**src/lsg_pkg.sv**
```systemverilog
package lsg_pkg;
  // clock and times
  localparam int LSG_CLK_MHZ    = 250;
  localparam int LSG_MS_CYC     = LSG_CLK_MHZ * 1000;
  localparam int LSG_T_SKIP_MS  = 20;
  localparam int LSG_T_SS_MS    = 20;
  localparam int LSG_T_OCP_MS   = 10;
  localparam int LSG_T_DROP_MS  = 1;
  localparam int LSG_T_SRDLY_NS = 250;
  localparam int LSG_SRDLY_CYC  = (LSG_T_SRDLY_NS * LSG_CLK_MHZ + 999) / 1000;
  localparam int LSG_RAMP_STEP_CYC = 16;
  // widths
  localparam int LSG_TW = 23;
  localparam int LSG_PW = 13;
  // pulse skipping: slots 0..4, slots 1 and 3 removed
  localparam logic [2:0] LSG_SKIP_LAST = 3'h4;
  localparam logic [2:0] LSG_SKIP_A    = 3'h1;
  localparam logic [2:0] LSG_SKIP_B    = 3'h3;
  // duty ramp, level in sixteenths of the last primary on-time
  localparam logic [6:0] LSG_RAMP_LAST = 7'h7F;
  localparam logic [4:0] LSG_LVL_STEP  = 5'h02;
  localparam logic [4:0] LSG_LVL_FULL  = 5'h10;
  localparam logic [2:0] LSG_OPT_WAIT  = 3'h3;
  localparam logic [LSG_PW-1:0] LSG_MEAS_RST = 13'h1FFF;
  // register map
  localparam logic [7:0] LSG_REG_CTRL = 8'h00;
  localparam logic [7:0] LSG_REG_STAT = 8'h04;

  typedef struct packed {
    logic sr_allow;
    logic skip_allow;
  } lsg_ctrl_t;
  localparam lsg_ctrl_t LSG_CTRL_RST = 2'h3;

  typedef struct packed {
    logic       cs_lo_enter;
    logic       cs_hi_leave;
    logic       vmc_gnd;
    logic       fb_lt_0p1;
    logic       fb_gt_0p15;
    logic       fb_lt_0p2;
    logic       fb_gt_0p7;
    logic       ss_gt_1p9;
    logic       ss_lt_1p8;
    logic       cs_gt_0p9;
    logic       cs_lt_0p6;
    logic       cs_gt_0p55;
    logic       cs_lt_0p30;
    logic       line_hi;
    logic       srd_zero;
    logic       srd_gt_1p75;
    logic       opt_gt_1p0;
    logic [1:0] osc;
    logic [1:0] ton_end;
    logic [1:0] adv_off;
  } lsg_flags_t;

  typedef struct packed {
    logic       skip;
    logic       pg_en;
    logic       pg_stop;
    logic       pg_wait_hi;
    logic       ss_ok;
    logic       fb_dis;
    logic       cs_dis;
    logic       drop_hold;
    logic       ext_dis;
    logic       srd_pull;
    logic       ramp_done;
    logic [6:0] ramp_cnt;
  } lsg_stat_t;
endpackage : lsg_pkg

```
**src/lsg_gating_ctrl.sv**
```systemverilog
`timescale 1ns/1ps
// Contract
// - enter skip mode after current sense below light-load reference for 20ms
// - in skip mode remove two of every five gate pulses
// - light-load reference pin grounded disables skip mode
// - pulse-group on: feedback below 0.1V stops gates after high-side cycle ends
// - stopped gates resume as soon as feedback rises above 0.15V
// - first pulse after resume is a shortened high-side pulse
// - rectifier gate ends on on-time expiry or advanced primary-off, first wins
// - line sense above reference: rectifier gate on 250ns after its primary gate
// - rectifier turn-off taken from the advanced primary-off signal
// - rectifier off in soft start; enabled via ramp after ramp level >1.9V 20ms
// - feedback below 0.2V disables rectifier at once; above 0.7V restarts via ramp
// - ramp level below 1.8V disables; restart via ramp 10ms after above 1.9V
// - current sense above 0.9V disables rectifier; below 0.6V restarts via ramp
// - soft-start, feedback and current-sense disables also pull the rectifier on-time pin to zero
// - sense drop 0.55V to below 0.30V within 1ms holds rectifier off 1ms
// - on-time pin held at zero stops rectifier; restart via ramp above 1.75V
// - ramp: eighth duty for 16 cycles, 7 steps of 16, full after 128
// - option pin sampled once after power-up enables pulse-group mode
module lsg_gating_ctrl
  import lsg_pkg::*;
#(
  parameter int unsigned SKIP_WAIT_CYC = LSG_T_SKIP_MS * LSG_MS_CYC,
  parameter int unsigned SS_WAIT_CYC   = LSG_T_SS_MS * LSG_MS_CYC,
  parameter int unsigned OCP_WAIT_CYC  = LSG_T_OCP_MS * LSG_MS_CYC,
  parameter int unsigned DROP_CYC      = LSG_T_DROP_MS * LSG_MS_CYC
) (
  input  logic        ref_clk_i,
  input  logic        nrst_i,
  input  lsg_flags_t  flags_i,
  input  logic [7:0]  addr_i,
  input  logic [31:0] wdata_i,
  input  logic        wr_i,
  input  logic        rd_i,
  output logic [31:0] rdata_o,
  output logic [1:0]  gate_o,
  output logic [1:0]  sr_o,
  output logic        srd_pull_o
);
  localparam logic [LSG_TW-1:0] SKIP_N = LSG_TW'(SKIP_WAIT_CYC - 1);
  localparam logic [LSG_TW-1:0] SS_N   = LSG_TW'(SS_WAIT_CYC - 1);
  localparam logic [LSG_TW-1:0] OCP_N  = LSG_TW'(OCP_WAIT_CYC - 1);
  localparam logic [LSG_TW-1:0] DROP_N = LSG_TW'(DROP_CYC);
  localparam logic [5:0]        DLY_N  = 6'(LSG_SRDLY_CYC - 1);
  localparam int                DLY    = LSG_SRDLY_CYC;

  lsg_flags_t        s1_reg, f_reg;
  lsg_ctrl_t         ctrl_reg;
  lsg_stat_t         stat;
  logic [31:0]       rdata_reg;
  logic [1:0]        osc_d_reg, ton_d_reg, adv_d_reg;
  logic [1:0]        gate_reg, sr_reg, pend_reg, ramp_cut;
  logic [5:0]        dly_reg [2];
  logic [LSG_PW-1:0] sr_cnt_reg [2];
  logic [LSG_PW-1:0] hi_cnt_reg, meas_reg;
  logic [LSG_TW-1:0] skip_cnt_reg, ss_cnt_reg, win_reg, hold_reg;
  logic [2:0]        slot_reg, opt_cnt_reg;
  logic [6:0]        ramp_cnt_reg;
  logic              skip_reg, opt_done_reg, pg_en_reg;
  logic              pg_pend_reg, pg_stop_reg, pg_wait_hi_reg, pg_short_reg;
  logic              ss_ok_reg, ss_seen_reg, fb_dis_reg, cs_dis_reg, ext_dis_reg;
  logic              srd_pull_reg, ramp_done_reg;

  // two-stage synchroniser; only the second stage is used
  always_ff @(posedge ref_clk_i or negedge nrst_i) begin
    if (!nrst_i) begin
      s1_reg <= '0;
      f_reg  <= '0;
    end else begin
      s1_reg <= flags_i;
      f_reg  <= s1_reg;
    end
  end

  always_ff @(posedge ref_clk_i or negedge nrst_i) begin
    if (!nrst_i) begin
      osc_d_reg <= 2'h0;
      ton_d_reg <= 2'h0;
      adv_d_reg <= 2'h0;
    end else begin
      osc_d_reg <= f_reg.osc;
      ton_d_reg <= f_reg.ton_end;
      adv_d_reg <= f_reg.adv_off;
    end
  end

  wire [1:0] rise     = f_reg.osc & ~osc_d_reg;
  wire [1:0] fall     = ~f_reg.osc & osc_d_reg;
  // edges, so a timer level left high from the last pulse cannot block the next one
  wire [1:0] off_ev   = (f_reg.ton_end & ~ton_d_reg) | (f_reg.adv_off & ~adv_d_reg);
  wire       skip_ok  = ctrl_reg.skip_allow & ~f_reg.vmc_gnd;
  wire       drop_now = skip_reg & ((slot_reg == LSG_SKIP_A) | (slot_reg == LSG_SKIP_B));
  wire [1:0] pulse_en = {~pg_wait_hi_reg, 1'b1} & {2{~drop_now & ~pg_stop_reg}};
  wire [1:0] cut      = {1'b0, pg_short_reg & (hi_cnt_reg >= (meas_reg >> 1))};

  // option strap caught once, a few cycles after release of reset
  always_ff @(posedge ref_clk_i or negedge nrst_i) begin
    if (!nrst_i) begin
      opt_cnt_reg  <= 3'h0;
      opt_done_reg <= 1'b0;
      pg_en_reg    <= 1'b0;
    end else if (!opt_done_reg) begin
      opt_cnt_reg <= opt_cnt_reg + 3'h1;
      if (opt_cnt_reg == LSG_OPT_WAIT) begin
        opt_done_reg <= 1'b1;
        pg_en_reg    <= f_reg.opt_gt_1p0;
      end
    end
  end

  // skip-cycle entry and exit
  always_ff @(posedge ref_clk_i or negedge nrst_i) begin
    if (!nrst_i) begin
      skip_reg     <= 1'b0;
      skip_cnt_reg <= '0;
    end else if (!skip_ok || f_reg.cs_hi_leave) begin
      skip_reg     <= 1'b0;
      skip_cnt_reg <= '0;
    end else if (!f_reg.cs_lo_enter) begin
      skip_cnt_reg <= '0;
    end else if (skip_cnt_reg == SKIP_N) begin
      skip_reg <= 1'b1;
    end else begin
      skip_cnt_reg <= skip_cnt_reg + 1'b1;
    end
  end

  always_ff @(posedge ref_clk_i or negedge nrst_i) begin
    if (!nrst_i) begin
      slot_reg <= 3'h0;
    end else if (|rise) begin
      slot_reg <= (slot_reg == LSG_SKIP_LAST) ? 3'h0 : slot_reg + 3'h1;
    end
  end

  // pulse-group stop and resume
  always_ff @(posedge ref_clk_i or negedge nrst_i) begin
    if (!nrst_i) begin
      pg_pend_reg    <= 1'b0;
      pg_stop_reg    <= 1'b0;
      pg_wait_hi_reg <= 1'b0;
      pg_short_reg   <= 1'b0;
    end else if (!pg_en_reg) begin
      pg_pend_reg    <= 1'b0;
      pg_stop_reg    <= 1'b0;
      pg_wait_hi_reg <= 1'b0;
      pg_short_reg   <= 1'b0;
    end else begin
      if (pg_stop_reg) begin
        if (f_reg.fb_gt_0p15) begin
          pg_stop_reg    <= 1'b0;
          pg_wait_hi_reg <= 1'b1;
        end
      end else if (pg_pend_reg && fall[0]) begin
        pg_stop_reg <= 1'b1;
        pg_pend_reg <= 1'b0;
      end else if (f_reg.fb_lt_0p1) begin
        pg_pend_reg <= 1'b1;
      end
      if (rise[0] && pulse_en[0]) begin
        pg_short_reg   <= pg_wait_hi_reg;
        pg_wait_hi_reg <= 1'b0;
      end
    end
  end

  // primary gates; the shortened pulse is half the last full high-side pulse
  always_ff @(posedge ref_clk_i or negedge nrst_i) begin
    if (!nrst_i) begin
      gate_reg <= 2'h0;
    end else begin
      for (int i = 0; i < 2; i++) begin
        if (rise[i]) begin
          gate_reg[i] <= pulse_en[i];
        end else if (fall[i] || pg_stop_reg || cut[i]) begin
          gate_reg[i] <= 1'b0;
        end
      end
    end
  end

  always_ff @(posedge ref_clk_i or negedge nrst_i) begin
    if (!nrst_i) begin
      hi_cnt_reg <= '0;
      meas_reg   <= LSG_MEAS_RST;
    end else begin
      if (rise[0]) begin
        hi_cnt_reg <= '0;
      end else if (gate_reg[0]) begin
        hi_cnt_reg <= hi_cnt_reg + 1'b1;
      end
      if (fall[0] && gate_reg[0] && !pg_short_reg) begin
        meas_reg <= hi_cnt_reg;
      end
    end
  end

  // rectifier disable conditions
  wire [LSG_TW-1:0] ss_lim  = ss_seen_reg ? OCP_N : SS_N;
  wire              int_dis = ~ss_ok_reg | fb_dis_reg | cs_dis_reg;
  wire              sr_dis  = int_dis | (hold_reg != '0) | ext_dis_reg | ~ctrl_reg.sr_allow;

  always_ff @(posedge ref_clk_i or negedge nrst_i) begin
    if (!nrst_i) begin
      ss_ok_reg   <= 1'b0;
      ss_seen_reg <= 1'b0;
      ss_cnt_reg  <= '0;
    end else if (f_reg.ss_lt_1p8) begin
      ss_ok_reg  <= 1'b0;
      ss_cnt_reg <= '0;
    end else if (!f_reg.ss_gt_1p9) begin
      ss_cnt_reg <= '0;
    end else if (!ss_ok_reg) begin
      if (ss_cnt_reg == ss_lim) begin
        ss_ok_reg   <= 1'b1;
        ss_seen_reg <= 1'b1;
        ss_cnt_reg  <= '0;
      end else begin
        ss_cnt_reg <= ss_cnt_reg + 1'b1;
      end
    end
  end

  always_ff @(posedge ref_clk_i or negedge nrst_i) begin
    if (!nrst_i) begin
      fb_dis_reg   <= 1'b0;
      cs_dis_reg   <= 1'b0;
      ext_dis_reg  <= 1'b0;
      srd_pull_reg <= 1'b1;
    end else begin
      fb_dis_reg   <= f_reg.fb_lt_0p2 | (fb_dis_reg & ~f_reg.fb_gt_0p7);
      cs_dis_reg   <= f_reg.cs_gt_0p9 | (cs_dis_reg & ~f_reg.cs_lt_0p6);
      ext_dis_reg  <= f_reg.srd_zero | (ext_dis_reg & ~f_reg.srd_gt_1p75);
      srd_pull_reg <= int_dis;
    end
  end

  // fast-drop detector: the window is cleared on a hit so the hold is exactly one period
  always_ff @(posedge ref_clk_i or negedge nrst_i) begin
    if (!nrst_i) begin
      win_reg  <= '0;
      hold_reg <= '0;
    end else if ((win_reg != '0) && f_reg.cs_lt_0p30) begin
      win_reg  <= '0;
      hold_reg <= DROP_N;
    end else begin
      win_reg  <= f_reg.cs_gt_0p55 ? DROP_N : win_reg - (win_reg != '0 ? 1'b1 : 1'b0);
      hold_reg <= hold_reg - (hold_reg != '0 ? 1'b1 : 1'b0);
    end
  end

  // duty ramp, restarted by every disable
  wire [4:0]          ramp_lvl = ramp_done_reg ? LSG_LVL_FULL :
                                 5'(ramp_cnt_reg / LSG_RAMP_STEP_CYC) * LSG_LVL_STEP + LSG_LVL_STEP;
  wire [17:0]         prod     = meas_reg * ramp_lvl;
  wire [LSG_PW-1:0]   sr_lim   = prod[16:4];

  always_ff @(posedge ref_clk_i or negedge nrst_i) begin
    if (!nrst_i) begin
      ramp_cnt_reg  <= 7'h00;
      ramp_done_reg <= 1'b0;
    end else if (sr_dis) begin
      ramp_cnt_reg  <= 7'h00;
      ramp_done_reg <= 1'b0;
    end else if (rise[0] && !ramp_done_reg) begin
      if (ramp_cnt_reg == LSG_RAMP_LAST) begin
        ramp_done_reg <= 1'b1;
      end else begin
        ramp_cnt_reg <= ramp_cnt_reg + 7'h01;
      end
    end
  end

  always_comb begin
    for (int i = 0; i < 2; i++) begin
      ramp_cut[i] = ~ramp_done_reg & sr_reg[i] & (sr_cnt_reg[i] >= sr_lim);
    end
  end

  wire [1:0] sr_off = {2{sr_dis}} | off_ev | ramp_cut;
  wire [1:0] sr_go  = rise & pulse_en & {2{~sr_dis}};

  // rectifier gates: turn-off has priority over a new start
  always_ff @(posedge ref_clk_i or negedge nrst_i) begin
    if (!nrst_i) begin
      sr_reg   <= 2'h0;
      pend_reg <= 2'h0;
      for (int i = 0; i < 2; i++) begin
        dly_reg[i]    <= 6'h00;
        sr_cnt_reg[i] <= '0;
      end
    end else begin
      for (int i = 0; i < 2; i++) begin
        if (sr_off[i]) begin
          sr_reg[i]   <= 1'b0;
          pend_reg[i] <= 1'b0;
        end else if (sr_go[i]) begin
          sr_reg[i]     <= ~f_reg.line_hi;
          pend_reg[i]   <= f_reg.line_hi;
          dly_reg[i]    <= 6'h00;
          sr_cnt_reg[i] <= '0;
        end else if (pend_reg[i]) begin
          if (dly_reg[i] == DLY_N) begin
            sr_reg[i]   <= 1'b1;
            pend_reg[i] <= 1'b0;
          end else begin
            dly_reg[i] <= dly_reg[i] + 6'h01;
          end
        end else if (sr_reg[i]) begin
          sr_cnt_reg[i] <= sr_cnt_reg[i] + 1'b1;
        end
      end
    end
  end

  // register port
  wire wr_ctrl = wr_i & (addr_i == LSG_REG_CTRL);
  assign stat = '{skip: skip_reg, pg_en: pg_en_reg, pg_stop: pg_stop_reg,
                  pg_wait_hi: pg_wait_hi_reg, ss_ok: ss_ok_reg, fb_dis: fb_dis_reg,
                  cs_dis: cs_dis_reg, drop_hold: (hold_reg != '0), ext_dis: ext_dis_reg,
                  srd_pull: srd_pull_reg, ramp_done: ramp_done_reg, ramp_cnt: ramp_cnt_reg};
  wire [31:0] rd_mux = (addr_i == LSG_REG_CTRL) ? {30'h0, ctrl_reg} :
                       (addr_i == LSG_REG_STAT) ? 32'(stat) : 32'h0;

  always_ff @(posedge ref_clk_i or negedge nrst_i) begin
    if (!nrst_i) begin
      ctrl_reg  <= LSG_CTRL_RST;
      rdata_reg <= 32'h0;
    end else begin
      if (wr_ctrl) begin
        ctrl_reg <= lsg_ctrl_t'(wdata_i[1:0]);
      end
      rdata_reg <= rd_i ? rd_mux : 32'h0;
    end
  end

  assign rdata_o    = rdata_reg;
  assign gate_o     = gate_reg;
  assign sr_o       = sr_reg;
  assign srd_pull_o = srd_pull_reg;
endmodule : lsg_gating_ctrl

```
**config.mk**
```make
export PLATFORM = sky130hd
export DESIGN_NAME = lsg_gating_ctrl
export DESIGN_NICKNAME = d
export VERILOG_FILES = /design/src/lsg_pkg.sv /design/src/lsg_gating_ctrl.sv
export SDC_FILE = /design/constraint.sdc
export NUM_CORES = 1
export LEC_CHECK = 0
export ABC_AREA = 1
export BUFFER_PORTS_ARGS = -buffer_cell sky130_fd_sc_hd__buf_2
export CAP_MARGIN = 15
export CELL_PAD_IN_SITES_DETAIL_PLACEMENT = 1
export CELL_PAD_IN_SITES_GLOBAL_PLACEMENT = 1
export CORE_ASPECT_RATIO = 0.9
export CORE_MARGIN = 1
export CORE_UTILIZATION = 46
export DETAILED_ROUTE_END_ITERATION = 10
export PLACE_DENSITY = 0.87
export SYNTH_ARGS = -nofsm -noshare
export SYNTH_HDL_FRONTEND = slang
export SYNTH_SLANG_ARGS = --single-unit
```
**constraint.sdc**
```tcl
create_clock -name ref_clk_i -period 6.7 [get_ports ref_clk_i]
set_input_delay 1.34 -clock ref_clk_i [delete_from_list [all_inputs] [get_ports ref_clk_i]]
set_output_delay 1.34 -clock ref_clk_i [all_outputs]
set_load 0.02 [all_outputs]
```
==> flow_results.org <==
** Final layout
- Layout filler cell count :: 3902
- Sequential Area :: about 0.0066 mm^2
- Leading cell type in the layout, fill and taps excluded :: nand2_1
- Cells with a size suffix above 1 make up between 10% and 20% of the layout.
- Final cell count without fillers :: 2336
- After the last flow step, the layout net total stands at slightly above 2000.
- Number of diodes :: 0
- Area of the multi-input gates :: 0.00720 mm^2
- The register with the most flip-flops in the layout has 26 of them.
- Layout Area Growth over Synthesis :: 10.8%
- Top library cells by usage in the layout, fill and taps aside :: 354 x nand2_1, 280 x inv_1, 245 x dfrtp_1

** Setup path
- The worst setup path is of the flop to flop kind.
- Endpoint kind of the worst setup timing path :: flop
- The worst setup path is launched from a flop.
- In this run the worst setup path terminates at sr_cnt_reg[17].
- In this run the critical register-to-register path is captured at sr_cnt_reg[17].
- The startpoint identified for the worst register-to-register timing path is ramp_cnt_reg[4].
- By instance count, the cell type seen most on the critical path is nand2_1.
- Endpoint required time on the critical path :: just over 7 ns
- In this run the register-to-register setup slack is between 0.4 and 0.5 ns.
- In this design, the stage delay of the slowest critical-path cell is 0.54 ns.
- Worst setup path startpoint :: ramp_cnt_reg[4]
- Slowest CP cell :: fa_1
- Arrival @ worst endpoint :: between 6 and 7 ns
- Of all nets on the critical path, the largest fanout is 9.
- For the worst flop-to-flop path, the logic depth is 30.

** Yosys
- Number of flip-flops and latches in the synthesized netlist :: ~260
- Counting every instance in the synthesized netlist gives around 1800.
- Post-synthesis area per instance :: about 8 um^2
- The Yosys step of the flow raised 0 warnings.
- By area the synthesized netlist is led by dfrtp_1 41%, nand2_1 8.9%, inv_1 7.0%.
- Share of the synthesized area in the top cell type :: around 41%
- Largest area contributor in the netlist :: dfrtp_1
- Library cells used by synthesis :: 60
- After synthesis, flip-flops and latches occupy a little over two fifths of the total area.
- Post-synthesis instance area :: ~0.015 mm^2

** Floorplanning
- The die is approximately 190 um wide.
- Once the floorplan was initialized, standard cells occupied a little under half of the core.
- Ports :: 104
- After floorplanning, the core was divided into 62 placement rows.
- Area of the die :: 0.0334 mm^2
- The core region is around 0.032 mm^2.
- The die is about 170 um tall.

** Clock tree
- CTS tree :: yes
- Insertion delay of the later-clocked pin in the worst-skew pair :: slightly below 0.6 ns
- Clk slew on worst S/H paths :: approximately 0.060 ns
- Cell at the root of the clock tree :: clkbuf_16
- The longest clock path from root to sink contains 3 buffers.
- Buffers inserted by post-CTS timing repair :: 0
- Number of H-tree levels :: 1
- Clock tree synthesis inserted a total of 28 buffers.
- Count of clock tree sinks :: 261

** Route
- In the final routed layout, each cell accounts on average for between 15 and 20 um.
- Wires add up to roughly 40000 um.
- The detailed router finished its first iteration with 613 violations.
- Number of design rule violations left after detail routing :: 2
- DR pass1 iterations :: 8
- Using the TritonRoute via totals, the vias-per-cell ratio works out to roughly 5.4.
- Summing over every cut layer, the via total after detailed routing is 12600.
- Count of nets left with antenna violations after detail routing :: 0

** Placed design
- Detailed-placement wirelength estimate :: 28400 um
- At the end of routability-driven placement, the weighted congestion stood at 0.854.
- Number of input and output port buffers inserted :: 59
- Including well taps, the total number of placed cells is about 2300.
- Post-placement setup slack :: 0.413 ns

** Power and ir drop
- For this design the ratio of total power to cell area is 220 mW/mm^2.
- Total power for the finished layout comes to roughly 0.0037 W.
- P_leak :: about 8.2 nW
- VDD sags by at most 0.000268 V.

** Global route
- Via count of the first global-routing pass :: ~14000
- Sum of overflow across all layers after global routing :: 0
- GRT Resource Usage Total :: between 20 and 25%
- Global-route wire length before repair :: between 60000 and 70000 um
- Initial antenna violation count :: 1
- Entering global routing, the biggest net connects 189 pins.

** Status
- Failing checks :: design-rule violations
- Status :: finished with violations

** STA
- Fin Setup TNS :: 0 ns
- Worst-case headroom to the max-slew limit :: between 30 and 40%
- Derived from the worst setup path, the maximum achievable clock frequency is around 160 MHz.
- Total count of hold-check failures in the final report :: 0
- Setup slack closes at about 0.42 ns.
- Time the worst path needs with I/O delays and setup :: about 6.3 ns
- Setup violators final :: 0
- Fin Clk Skew :: 0.0354 ns
- At the pin with the least slew margin, the transition time is approximately 0.99 ns.
- The final critical path takes up a little over nine tenths of the cycle.
- The number of pins exceeding their max-slew limit in the final report was 0.
- Setup repair after global routing missed its margin :: false

** Job
- Across the run, the number of max-cap violations was 0.

** Hold path
- Path type of the worst min-delay path :: flop to flop
## metrics by stage
stage / area [um^2] / hold slack (ns) / utilization, %
finish: 16700 / 0.348 / 52.0
global route: 16700 / 0.355 / 52.0
CTS: 16700 / 0.351 / 52.0
detailed placement: 15700 / 0.336 / 49.1
global placement: 15700 / 0.332 / 49.1
floorplan: 15100 / 0.331 / -
## critical path: cells and delay by family (launching register included)
family          cells  cell delay (ns)
compound gates      3             0.73
xor+xnor            1             0.34
fa+ha+maj           8             2.92
simple gates       14             1.29
flops               1             0.45
buf+inv             4             0.49
## synth_stat cells (all sizes together)
library cell and count:
a211o 1, a211oi 5, a21o 1, a21oi 72, a221oi 2, a22o 2
a311oi 2, a31oi 4, a32o 1, a41oi 1, and3 1, buf 24
clkbuf 19, clkinv 2, conb 1, dfrtp 245, dfstp 16, fa 22
ha 83, inv 287, nand2 360, nand3 91, nand3b 8, nand4 63
nor2 237, nor3 52, nor3b 2, nor4 14, o211a 2, o211ai 2
o21a 8, o21ai 84, o21bai 3, o22ai 13, o311ai 1, o31ai 5
o32ai 4, o41ai 2, or2 19, or3 2, or4 1, xnor2 24
xor2 45
## worst min-delay path by stage
| stage | from | to | cells after the start |
|---|---|---|---|
| finish | s1_reg[21] | f_reg[21] | 0 |
| global route | s1_reg[0] | f_reg[0] | 0 |
| CTS | s1_reg[3] | f_reg[3] | 0 |
| detailed placement | s1_reg[1] | f_reg[1] | 0 |
| global placement | s1_reg[11] | f_reg[11] | 0 |
| floorplan | s1_reg[0] | f_reg[0] | 0 |
## final cells by class
type,count,area share (%)
clock inverter,13,0.751
clock buffer,38,4.85
tap,416,3.12
multi-input combinational,1253,43.2
timing repair buffer,66,2.22
inverter,289,6.51
sequential,261,39.3
## report_power, final
part | internal [W] | switching [W]
logic | 0.000129 | 0.000253
registers | 0.00165 | 0.0000602
clock network | 0.000887 | 0.000682
## layer usage
metal	global-route usage (%)	share of wire, %
met5	0	0.023
met4	6.82	2.4
met3	3.08	3.1
met2	43.7	51
met1	31.9	44
## cell families (layout without fill, tap and decap cells)
logic type | count (synthesis) | after routing | synth area share, %
adder cells (fa/ha/maj) | 105 | 105 | 9.84
AND/OR/NAND/NOR | 850 | 850 | 25.0
flip-flops | 261 | 261 | 43.6
XOR/XNOR | 69 | 69 | 4.02
other | 1 | 14 | 0.0249
buffers and inverters | 332 | 406 | 8.89
AO/OA/AOI/OAI | 215 | 215 | 8.67
## timing repair
action | 4_1_cts | 5_1_grt
gates resized for setup | 0 | 1
hold buffers | 0 | 0
hold endpoints to repair | 0 | 0
endpoints found under the setup margin | 0 | 24
No activity file was read; power rests on OpenSTA's default activity.
